**config.mk**
```make
export PLATFORM = sky130hd
export DESIGN_NAME = adcsg_top
export DESIGN_NICKNAME = d
export VERILOG_FILES = /design/src/adcsg_pkg.sv /design/src/adcsg_acc.sv /design/src/adcsg_pick.sv /design/src/adcsg_top.sv
export SDC_FILE = /design/constraint.sdc
export NUM_CORES = 1
export LEC_CHECK = 0
export ABC_AREA = 1
export BUFFER_PORTS_ARGS = -buffer_cell sky130_fd_sc_hd__buf_2
export CAP_MARGIN = 15
export CORE_MARGIN = 5
export CORE_UTILIZATION = 50
export CTS_CLUSTER_DIAMETER = 150
export DETAILED_ROUTE_END_ITERATION = 6
export PLACE_DENSITY_LB_ADDON = 0.2
export REMOVE_ABC_BUFFERS = 1
export SLEW_MARGIN = 20
export SYNTH_ARGS = -nofsm -noshare
export SYNTH_HDL_FRONTEND = slang
export SYNTH_SLANG_ARGS = --single-unit
```
**constraint.sdc**
```tcl
create_clock -name pclk -period 3.1 [get_ports pclk]
set_input_delay 0.155 -clock pclk [delete_from_list [all_inputs] [get_ports pclk]]
set_output_delay 0.155 -clock pclk [all_outputs]
set_load 0.1 [all_outputs]
```
**src/adcsg_pkg.sv**
```systemverilog
// Purpose: Shared constants and types of the ADC scan group and averaging control
// Assumes: APB register access, one 250 MHz clock, channel index 0..29
// Notes: Indices 28 and 29 are the temperature and voltage sensor inputs
package adcsg_pkg;
	localparam int CH_N = 30;
	localparam int CH_W = 5;
	localparam int DATA_W = 12;
	localparam int SUM_W = 16;
	localparam int ADDR_W = 8;
	localparam int CH_TEMP = 28;
	localparam int CH_VOLT = 29;
	localparam int PCLK_MHZ = 250;

	localparam logic [ADDR_W-1:0] OFF_CTRL = 8'h00;
	localparam logic [ADDR_W-1:0] OFF_SEL_A = 8'h04;
	localparam logic [ADDR_W-1:0] OFF_SEL_B = 8'h08;
	localparam logic [ADDR_W-1:0] OFF_ACC_MASK = 8'h0c;
	localparam logic [ADDR_W-1:0] OFF_STATUS = 8'h10;
	localparam logic [ADDR_W-1:0] OFF_RESULT = 8'h14;

	localparam int CTRL_GROUP_BIT = 0;
	localparam int CTRL_CONT_BIT = 1;
	localparam int CTRL_PRIO_LSB = 2;
	localparam int CTRL_ACC_LSB = 4;
	localparam int CTRL_START_BIT = 8;

	localparam int STAT_BUSY_BIT = 0;
	localparam int STAT_GRP_BIT = 1;
	localparam int STAT_PEND_A_BIT = 2;
	localparam int STAT_PEND_B_BIT = 3;
	localparam int STAT_RESUME_BIT = 4;
	localparam int STAT_CHAN_LSB = 8;

	localparam int RES_DATA_LSB = 0;
	localparam int RES_CHAN_LSB = 16;
	localparam int RES_GRP_BIT = 24;

	localparam logic [CH_N-1:0] MASK_RST = 30'h0000_0000;
	localparam logic [CH_W-1:0] ONE_REP = 5'h01;

	typedef enum logic [1:0] {
		PRIO_NONE = 2'h0,
		PRIO_ABORT = 2'h1,
		PRIO_RESTART = 2'h2,
		PRIO_CONT = 2'h3
	} adcsg_prio_t;

	typedef enum logic [2:0] {
		ACC_OFF = 3'h0,
		ACC_ADD2 = 3'h1,
		ACC_ADD3 = 3'h2,
		ACC_ADD4 = 3'h3,
		ACC_ADD16 = 3'h4,
		ACC_AVG2 = 3'h5,
		ACC_AVG4 = 3'h6
	} adcsg_acc_t;

	typedef enum logic [1:0] {
		ST_IDLE = 2'h0,
		ST_ISSUE = 2'h1,
		ST_WAIT = 2'h3,
		ST_EMIT = 2'h2
	} adcsg_state_t;

	typedef struct packed {
		logic grp;
		logic [CH_W-1:0] chan;
		logic [SUM_W-1:0] data;
	} adcsg_res_t;
endpackage

```
**src/adcsg_acc.sv**
```systemverilog
// Purpose: Running sum of repeated conversions of one channel
// Assumes: Inputs come from logic on the same clock
// Notes: The first sample of a channel overwrites, so no separate clear is needed
`timescale 1ns/1ns
`default_nettype none
module adcsg_acc (
	input wire logic pclk,
	input wire logic presetn,
	input wire logic add,
	input wire logic first,
	input wire logic [adcsg_pkg::DATA_W-1:0] din,
	output logic [adcsg_pkg::SUM_W-1:0] sum
);
	logic [adcsg_pkg::SUM_W-1:0] sum_reg;
	logic [adcsg_pkg::SUM_W-1:0] din_ext;

	// Sixteen 12-bit samples fit exactly in 16 bits
	assign din_ext = adcsg_pkg::SUM_W'(din);
	assign sum = sum_reg;

	always_ff @(posedge pclk or negedge presetn) begin
		if (!presetn) begin
			sum_reg <= '0;
		end else if (add) begin
			sum_reg <= first ? din_ext : sum_reg + din_ext;
		end
	end
endmodule
`default_nettype wire

```
**src/adcsg_pick.sv**
```systemverilog
// Purpose: Finds the lowest enabled channel at or above a start index
// Assumes: Purely combinational, read by the scan engine in the same cycle
// Notes: A start index past the last channel yields no hit
`timescale 1ns/1ns
`default_nettype none
module adcsg_pick (
	input wire logic [adcsg_pkg::CH_N-1:0] mask,
	input wire logic [adcsg_pkg::CH_W-1:0] from,
	output logic found,
	output logic [adcsg_pkg::CH_W-1:0] chan
);
	always_comb begin
		found = 1'b0;
		chan = '0;
		for (int i = adcsg_pkg::CH_N - 1; i >= 0; i--) begin
			if (mask[i] && (i >= int'(from))) begin
				found = 1'b1;
				chan = adcsg_pkg::CH_W'(i);
			end
		end
	end
endmodule
`default_nettype wire

```
**src/adcsg_top.sv**
```systemverilog
// Purpose: Scan control with group A/B arbitration and sample add/average
// Assumes: APB slave with one wait state; converter handshake on the same clock
// Notes: Preemption of group B takes effect when the result of the channel in flight is emitted, after all its repeats
//
// Contract
// - In normal scan the select mask enables channel n through bit n.
// - In group scan each channel 0-29 is unused, in group A or in group B.
// - In group scan only event-link triggers start either group, never software.
// - Under the reset priority policy group A never preempts a running group B.
// - Under the fourth policy group B restarts after group A and then loops.
// - Accumulation sums 2, 3, 4 or 16 conversions per channel and is off at reset.
// - Averaging returns the mean of 2 or 4 conversions per channel.
// - Accumulation applies only to masked channels and the mask is unused when off.
// - The temperature and voltage sensor inputs take part in the scan masks.
// - The temperature and voltage sensor inputs have their own accumulation mask bits.
`timescale 1ns/1ns
`default_nettype none
module adcsg_top (
	input wire logic pclk,
	input wire logic presetn,
	input wire logic psel,
	input wire logic penable,
	input wire logic pwrite,
	input wire logic [adcsg_pkg::ADDR_W-1:0] paddr,
	input wire logic [31:0] pwdata,
	output logic [31:0] prdata,
	output logic pready,
	output logic pslverr,
	input wire logic event_link_trigger_a,
	input wire logic event_link_trigger_b,
	output logic conv_req,
	output logic [adcsg_pkg::CH_W-1:0] conv_chan,
	input wire logic conv_done,
	input wire logic [adcsg_pkg::DATA_W-1:0] conv_data,
	output logic res_valid,
	output adcsg_pkg::adcsg_res_t res
);
	logic [31:0] prdata_reg;
	logic pready_reg;
	logic pslverr_reg;
	logic group_reg;
	logic cont_reg;
	adcsg_pkg::adcsg_prio_t prio_reg;
	adcsg_pkg::adcsg_acc_t acc_reg;
	logic sw_start_reg;
	logic [adcsg_pkg::CH_N-1:0] sel_a_reg;
	logic [adcsg_pkg::CH_N-1:0] sel_b_reg;
	logic [adcsg_pkg::CH_N-1:0] acc_mask_reg;
	adcsg_pkg::adcsg_state_t state_reg;
	logic grp_reg;
	logic [adcsg_pkg::CH_W-1:0] idx_reg;
	logic [adcsg_pkg::CH_W-1:0] rep_reg;
	logic [adcsg_pkg::CH_W-1:0] cur_chan_reg;
	logic pend_a_reg;
	logic pend_b_reg;
	logic resume_b_reg;
	logic conv_req_reg;
	logic [adcsg_pkg::CH_W-1:0] conv_chan_reg;
	logic res_valid_reg;
	adcsg_pkg::adcsg_res_t res_reg;

	logic access;
	logic wr_en;
	logic start_a_ev;
	logic start_b_ev;
	logic want_a;
	logic want_b;
	logic go_a;
	logic go_b;
	logic preempt;
	logic [adcsg_pkg::CH_N-1:0] mask_a;
	logic [adcsg_pkg::CH_N-1:0] mask_b;
	logic [adcsg_pkg::CH_N-1:0] scan_mask;
	logic pick_found;
	logic [adcsg_pkg::CH_W-1:0] pick_chan;
	logic [adcsg_pkg::SUM_W-1:0] acc_sum;
	logic acc_on;
	logic [adcsg_pkg::CH_W-1:0] reps;
	logic [adcsg_pkg::CH_W-1:0] rep_inc;

	function automatic logic [adcsg_pkg::CH_W-1:0] acc_reps(input adcsg_pkg::adcsg_acc_t code);
		case (code)
			adcsg_pkg::ACC_ADD2: acc_reps = 5'h02;
			adcsg_pkg::ACC_ADD3: acc_reps = 5'h03;
			adcsg_pkg::ACC_ADD4: acc_reps = 5'h04;
			adcsg_pkg::ACC_ADD16: acc_reps = 5'h10;
			adcsg_pkg::ACC_AVG2: acc_reps = 5'h02;
			adcsg_pkg::ACC_AVG4: acc_reps = 5'h04;
			default: acc_reps = adcsg_pkg::ONE_REP;
		endcase
	endfunction

	function automatic logic [1:0] acc_shift(input adcsg_pkg::adcsg_acc_t code);
		case (code)
			adcsg_pkg::ACC_AVG2: acc_shift = 2'h1;
			adcsg_pkg::ACC_AVG4: acc_shift = 2'h2;
			default: acc_shift = 2'h0;
		endcase
	endfunction

	assign prdata = prdata_reg;
	assign pready = pready_reg;
	assign pslverr = pslverr_reg;
	assign conv_req = conv_req_reg;
	assign conv_chan = conv_chan_reg;
	assign res_valid = res_valid_reg;
	assign res = res_reg;

	// One wait state lets read data come from a flop
	assign access = psel && penable;
	assign wr_en = access && pwrite && pready_reg;

	// Channels claimed by both masks stay in group A
	assign mask_a = sel_a_reg;
	assign mask_b = group_reg ? (sel_b_reg & ~sel_a_reg) : adcsg_pkg::MASK_RST;
	assign scan_mask = grp_reg ? mask_b : mask_a;

	assign start_a_ev = event_link_trigger_a || (!group_reg && sw_start_reg);
	assign start_b_ev = group_reg && event_link_trigger_b;
	assign want_a = pend_a_reg || start_a_ev;
	assign want_b = pend_b_reg || start_b_ev;

	assign preempt = (state_reg == adcsg_pkg::ST_EMIT) && grp_reg && group_reg &&
		(prio_reg != adcsg_pkg::PRIO_NONE) && want_a;

	assign acc_on = (acc_reg != adcsg_pkg::ACC_OFF) && acc_mask_reg[cur_chan_reg];
	assign reps = acc_on ? acc_reps(acc_reg) : adcsg_pkg::ONE_REP;
	assign rep_inc = rep_reg + adcsg_pkg::ONE_REP;

	adcsg_pick u_pick (
		.mask(scan_mask),
		.from(idx_reg),
		.found(pick_found),
		.chan(pick_chan)
	);

	adcsg_acc u_acc (
		.pclk(pclk),
		.presetn(presetn),
		.add((state_reg == adcsg_pkg::ST_WAIT) && conv_done),
		.first(rep_reg == '0),
		.din(conv_data),
		.sum(acc_sum)
	);

	always_comb begin
		go_a = 1'b0;
		go_b = 1'b0;
		case (state_reg)
			adcsg_pkg::ST_IDLE: begin
				if (want_a) begin
					go_a = 1'b1;
				end else if (want_b) begin
					go_b = 1'b1;
				end
			end
			adcsg_pkg::ST_ISSUE: begin
				if (!pick_found && !grp_reg) begin
					if (resume_b_reg && group_reg) begin
						go_b = 1'b1;
					end else if (want_b) begin
						go_b = 1'b1;
					end else if (want_a || (!group_reg && cont_reg)) begin
						go_a = 1'b1;
					end
				end else if (!pick_found) begin
					if (want_a) begin
						go_a = 1'b1;
					end else if (group_reg && prio_reg == adcsg_pkg::PRIO_CONT) begin
						go_b = 1'b1;
					end else if (want_b) begin
						go_b = 1'b1;
					end
				end
			end
			adcsg_pkg::ST_EMIT: begin
				go_a = preempt;
			end
			default: begin
				go_a = 1'b0;
			end
		endcase
	end

	always_ff @(posedge pclk or negedge presetn) begin
		if (!presetn) begin
			pready_reg <= 1'b0;
			pslverr_reg <= 1'b0;
			prdata_reg <= '0;
		end else if (access && !pready_reg) begin
			pready_reg <= 1'b1;
			pslverr_reg <= 1'b0;
			prdata_reg <= '0;
			case (paddr)
				adcsg_pkg::OFF_CTRL: begin
					prdata_reg[adcsg_pkg::CTRL_GROUP_BIT] <= group_reg;
					prdata_reg[adcsg_pkg::CTRL_CONT_BIT] <= cont_reg;
					prdata_reg[adcsg_pkg::CTRL_PRIO_LSB +: 2] <= prio_reg;
					prdata_reg[adcsg_pkg::CTRL_ACC_LSB +: 3] <= acc_reg;
				end
				adcsg_pkg::OFF_SEL_A: prdata_reg[adcsg_pkg::CH_N-1:0] <= sel_a_reg;
				adcsg_pkg::OFF_SEL_B: prdata_reg[adcsg_pkg::CH_N-1:0] <= sel_b_reg;
				adcsg_pkg::OFF_ACC_MASK: prdata_reg[adcsg_pkg::CH_N-1:0] <= acc_mask_reg;
				adcsg_pkg::OFF_STATUS: begin
					prdata_reg[adcsg_pkg::STAT_BUSY_BIT] <= state_reg != adcsg_pkg::ST_IDLE;
					prdata_reg[adcsg_pkg::STAT_GRP_BIT] <= grp_reg;
					prdata_reg[adcsg_pkg::STAT_PEND_A_BIT] <= pend_a_reg;
					prdata_reg[adcsg_pkg::STAT_PEND_B_BIT] <= pend_b_reg;
					prdata_reg[adcsg_pkg::STAT_RESUME_BIT] <= resume_b_reg;
					prdata_reg[adcsg_pkg::STAT_CHAN_LSB +: adcsg_pkg::CH_W] <= cur_chan_reg;
				end
				adcsg_pkg::OFF_RESULT: begin
					prdata_reg[adcsg_pkg::RES_DATA_LSB +: adcsg_pkg::SUM_W] <= res_reg.data;
					prdata_reg[adcsg_pkg::RES_CHAN_LSB +: adcsg_pkg::CH_W] <= res_reg.chan;
					prdata_reg[adcsg_pkg::RES_GRP_BIT] <= res_reg.grp;
				end
				default: pslverr_reg <= 1'b1;
			endcase
		end else begin
			pready_reg <= 1'b0;
			pslverr_reg <= 1'b0;
		end
	end

	always_ff @(posedge pclk or negedge presetn) begin
		if (!presetn) begin
			group_reg <= 1'b0;
			cont_reg <= 1'b0;
			prio_reg <= adcsg_pkg::PRIO_NONE;
			acc_reg <= adcsg_pkg::ACC_OFF;
			sel_a_reg <= adcsg_pkg::MASK_RST;
			sel_b_reg <= adcsg_pkg::MASK_RST;
			acc_mask_reg <= adcsg_pkg::MASK_RST;
		end else if (wr_en) begin
			case (paddr)
				adcsg_pkg::OFF_CTRL: begin
					group_reg <= pwdata[adcsg_pkg::CTRL_GROUP_BIT];
					cont_reg <= pwdata[adcsg_pkg::CTRL_CONT_BIT];
					prio_reg <= adcsg_pkg::adcsg_prio_t'(pwdata[adcsg_pkg::CTRL_PRIO_LSB +: 2]);
					acc_reg <= adcsg_pkg::adcsg_acc_t'(pwdata[adcsg_pkg::CTRL_ACC_LSB +: 3]);
				end
				adcsg_pkg::OFF_SEL_A: sel_a_reg <= pwdata[adcsg_pkg::CH_N-1:0];
				adcsg_pkg::OFF_SEL_B: sel_b_reg <= pwdata[adcsg_pkg::CH_N-1:0];
				adcsg_pkg::OFF_ACC_MASK: acc_mask_reg <= pwdata[adcsg_pkg::CH_N-1:0];
				default: sel_a_reg <= sel_a_reg;
			endcase
		end
	end

	// Software start is a one-cycle pulse; it is ignored in group mode
	always_ff @(posedge pclk or negedge presetn) begin
		if (!presetn) begin
			sw_start_reg <= 1'b0;
		end else begin
			sw_start_reg <= wr_en && (paddr == adcsg_pkg::OFF_CTRL) &&
				pwdata[adcsg_pkg::CTRL_START_BIT];
		end
	end

	// A trigger that lands while its request is taken is merged into that scan
	always_ff @(posedge pclk or negedge presetn) begin
		if (!presetn) begin
			pend_a_reg <= 1'b0;
			pend_b_reg <= 1'b0;
		end else begin
			pend_a_reg <= want_a && !go_a;
			pend_b_reg <= group_reg && want_b && !go_b;
		end
	end

	always_ff @(posedge pclk or negedge presetn) begin
		if (!presetn) begin
			resume_b_reg <= 1'b0;
		end else if (preempt || (go_a && grp_reg && prio_reg == adcsg_pkg::PRIO_CONT)) begin
			resume_b_reg <= prio_reg != adcsg_pkg::PRIO_ABORT;
		end else if (go_b || !group_reg) begin
			resume_b_reg <= 1'b0;
		end
	end

	always_ff @(posedge pclk or negedge presetn) begin
		if (!presetn) begin
			state_reg <= adcsg_pkg::ST_IDLE;
			grp_reg <= 1'b0;
			idx_reg <= '0;
			rep_reg <= '0;
			cur_chan_reg <= '0;
			conv_req_reg <= 1'b0;
			conv_chan_reg <= '0;
			res_valid_reg <= 1'b0;
			res_reg <= '0;
		end else begin
			conv_req_reg <= 1'b0;
			res_valid_reg <= 1'b0;
			if (state_reg == adcsg_pkg::ST_EMIT) begin
				res_valid_reg <= 1'b1;
				res_reg.grp <= grp_reg;
				res_reg.chan <= cur_chan_reg;
				res_reg.data <= acc_on ? (acc_sum >> acc_shift(acc_reg)) : acc_sum;
			end
			if (go_a || go_b) begin
				state_reg <= adcsg_pkg::ST_ISSUE;
				grp_reg <= go_b;
				idx_reg <= '0;
				rep_reg <= '0;
			end else begin
				case (state_reg)
					adcsg_pkg::ST_IDLE: state_reg <= adcsg_pkg::ST_IDLE;
					adcsg_pkg::ST_ISSUE: begin
						if (pick_found) begin
							conv_req_reg <= 1'b1;
							conv_chan_reg <= pick_chan;
							cur_chan_reg <= pick_chan;
							state_reg <= adcsg_pkg::ST_WAIT;
						end else begin
							state_reg <= adcsg_pkg::ST_IDLE;
						end
					end
					adcsg_pkg::ST_WAIT: begin
						if (conv_done && rep_inc < reps) begin
							rep_reg <= rep_inc;
							state_reg <= adcsg_pkg::ST_ISSUE;
						end else if (conv_done) begin
							state_reg <= adcsg_pkg::ST_EMIT;
						end
					end
					adcsg_pkg::ST_EMIT: begin
						idx_reg <= cur_chan_reg + adcsg_pkg::ONE_REP;
						rep_reg <= '0;
						state_reg <= adcsg_pkg::ST_ISSUE;
					end
					default: state_reg <= adcsg_pkg::ST_IDLE;
				endcase
			end
		end
	end
endmodule
`default_nettype wire

```
==> metrics <==
Chip Width=156 microns; Synth area leaders=dfrtp_1 (45%), nand2_1 (11%), o21ai_0 (11%), inv_1 (6.0%), nor2_1 (3.1%); CTS buffer count=17; CP endpoint kind=flop; initial antenna violation count=0; CP required=3.43 ns; pwr/cell area=681 nW/um^2; CTS tree=yes; Leakage=0.00596 uW; top cells by count, synth=nand2_1 (325), o21ai_0 (225), dfrtp_1 (191); Clock transition at path regs=0.07 ns; Max-Cap Viols=0; Critical Path AT=3.21 ns; synth-to-layout area growth=17.6%; layout cell share with drive strength beyond 1=0.176; Tot Pwr=8510 uW; Final period util=0.931; I/O Pins=123; PortBufs=118; Synth top area share=0.449; final WL=33700 microns; clock root cell=clkbuf_16; core area=21000 sq um; Slew Limit Fails=0; FP Rows=53; Hold Fails Final Rpt=0; drt pass-1 iters=5; ant diodes=0; status=finished, final reports clean; Hold Path Class=input port to flop; RSZ-0062 raised after global routing=true; Worst slew margin=0.598; yosys warns=0; total grt overflow=0; worst slew pin tran=0.602 ns; post-DP HPWL=24500 microns; Layout Nets=1600; EDFF count, synth=0; sequential-to-total area share from yosys stat=0.449; Cell variety after synth=50; drt drc=0; Max Clock Skew=0.0118 ns; CP startpoint kind=flop; vias in the first global route=9904; Die Height=156 microns; fmax=0.346 GHz; count leader, synth=nand2_1; CTS max path bufs=2; routed len/inst=18.6 microns; kind of critical path=flop to flop; syn avg cell area=7.71 sq um; #FFs+latches synth=191; routability cong.=0.976; H-tree levels=4; Synth area leader=dfrtp_1; Max IR drop VDD=0.682 mV; Util after Layout=0.597; cell count after placement=1760; initial DRC count=797; die area=24300 sq um; via count=10300; async set or reset register ratio after synthesis=1.00; largest net degree at the start of global routing=72; Setup-failing EPs final=0; synthesized cell area=10600 sq um; ys flop type=dfrtp_1; Worst-Skew Late Latency=0.44 ns; Syn Inst Count=1379; Via-to-Cell Ratio=5.67; Final Critical Period=2.89 ns; Finished Layout Cells=1809; starting density of the core=0.508; gr usage total=0.278; final antenna-violating net count=0; Sink Count=191; worst-path fanout max=9; first-pass GRT wire length=53000 microns
==> cell type report <==
class                      count  area (sq um)
sequential                   191          4780
fill                        1967          8450
timing repair buffer         181          1120
tap                          275           344
clock inverter                12           148
multi-input combinational    949          4960
inverter                     181           689
clock buffer                  20           467
==> worst max-delay path: stages (launching register included) <==
cell and delay, ns:
dfrtp_2 0.48, nand2_4 0.16, buf_4 0.22, nor2_1 0.07
o211ai_2 0.18, nand2_1 0.09, nor2_2 0.18, nand2_2 0.11
nor2_4 0.14, nand2_2 0.08, o32ai_2 0.21, inv_1 0.07
o221ai_1 0.18, nand2_2 0.12, nand2_4 0.15, inv_4 0.08
nand2_8 0.09, inv_2 0.04, nand2_1 0.06, o21ai_2 0.05
==> placed cells by master, fill, tap and decap left out, types with 6 or more instances in the layout <==
cell type      count
nand2_1          323
o21ai_0          218
dfrtp_1          187
inv_1            170
buf_2            117
nor2_1            86
buf_4             48
a21oi_1           47
nand3_1           45
o21ai_1           25
a221oi_1          23
o211ai_1          20
o22ai_1           19
ha_1              17
clkbuf_16         17
nand2_2           15
dlygate4sd3_1     14
nor3_1            11
a31oi_1           11
o21ai_2            9
inv_2              8
o221ai_1           7
nor2_2             6
o211ai_2           6
==> logic make-up (layout without fill, tap and decap cells) <==
kind of cell / count (synthesis) / in the layout / synth area share
xor+xnor: 5 / 5 / 0.00412
simple gates: 505 / 505 / 0.199
compound gates: 414 / 414 / 0.231
buf+inv: 240 / 394 / 0.0902
mux: 4 / 4 / 0.00376
fa+ha+maj: 19 / 19 / 0.0231
flops: 191 / 191 / 0.449
other cells: 1 / 2 / 0.000353
==> repair_timing <==
item                                    CTS  global route
buffers inserted                          0             3
resized for setup                         3            21
cloned                                    0             0
pin swaps                                 0             5
hold buffers                             14             0
endpoints found under the setup margin    6            12
endpoints found under the hold margin    79             0
==> where the power goes <==
| part | internal (uW) | switching, uW |
|---|---|---|
| Clock | 1280 | 1040 |
| Sequential | 2780 | 301 |
| Combinational | 782 | 2340 |
==> layer usage <==
layer	global-route usage	vias up	routed length, microns
met2	0.456	438	15900
met4	0.103	0	1080
met5	0	-	0
li1	-	4884	-
met3	0.0630	73	2810
met1	0.360	4871	13900
==> metrics by stage <==
stage / setup TNS [ns] / hold slack, ns / worst slack, ns / cell area, sq um
floorplan: -14.20 / -0.141 / -1.46 / 10400
global placement: -0.0653 / 0.201 / -0.0566 / 11700
detailed placement: -0.572 / 0.202 / -0.144 / 11700
CTS: 0 / 0.00129 / 0.0476 / 12400
global route: -0.0198 / 0.0158 / -0.0198 / 12500
finish: 0 / 0.0154 / 0.212 / 12500
==> path summary, 6_finish.rpt <==
check	start	end	slack [ns]	depth (start not counted)
min in group asynchronous	presetn	prdata[17]	0.29	2
hold / removal	pwdata[11]	acc_mask_reg[11]	0.02	3
setup reg to reg	grp_reg	rep_reg[0]	0.21	19
max in group asynchronous	presetn	acc_mask_reg[13]	1.97	3
hold reg to reg	prdata[1]	prdata[1]	0.48	1
setup / recovery	grp_reg	rep_reg[0]	0.21	19
Power figures use the tool's default switching activity.
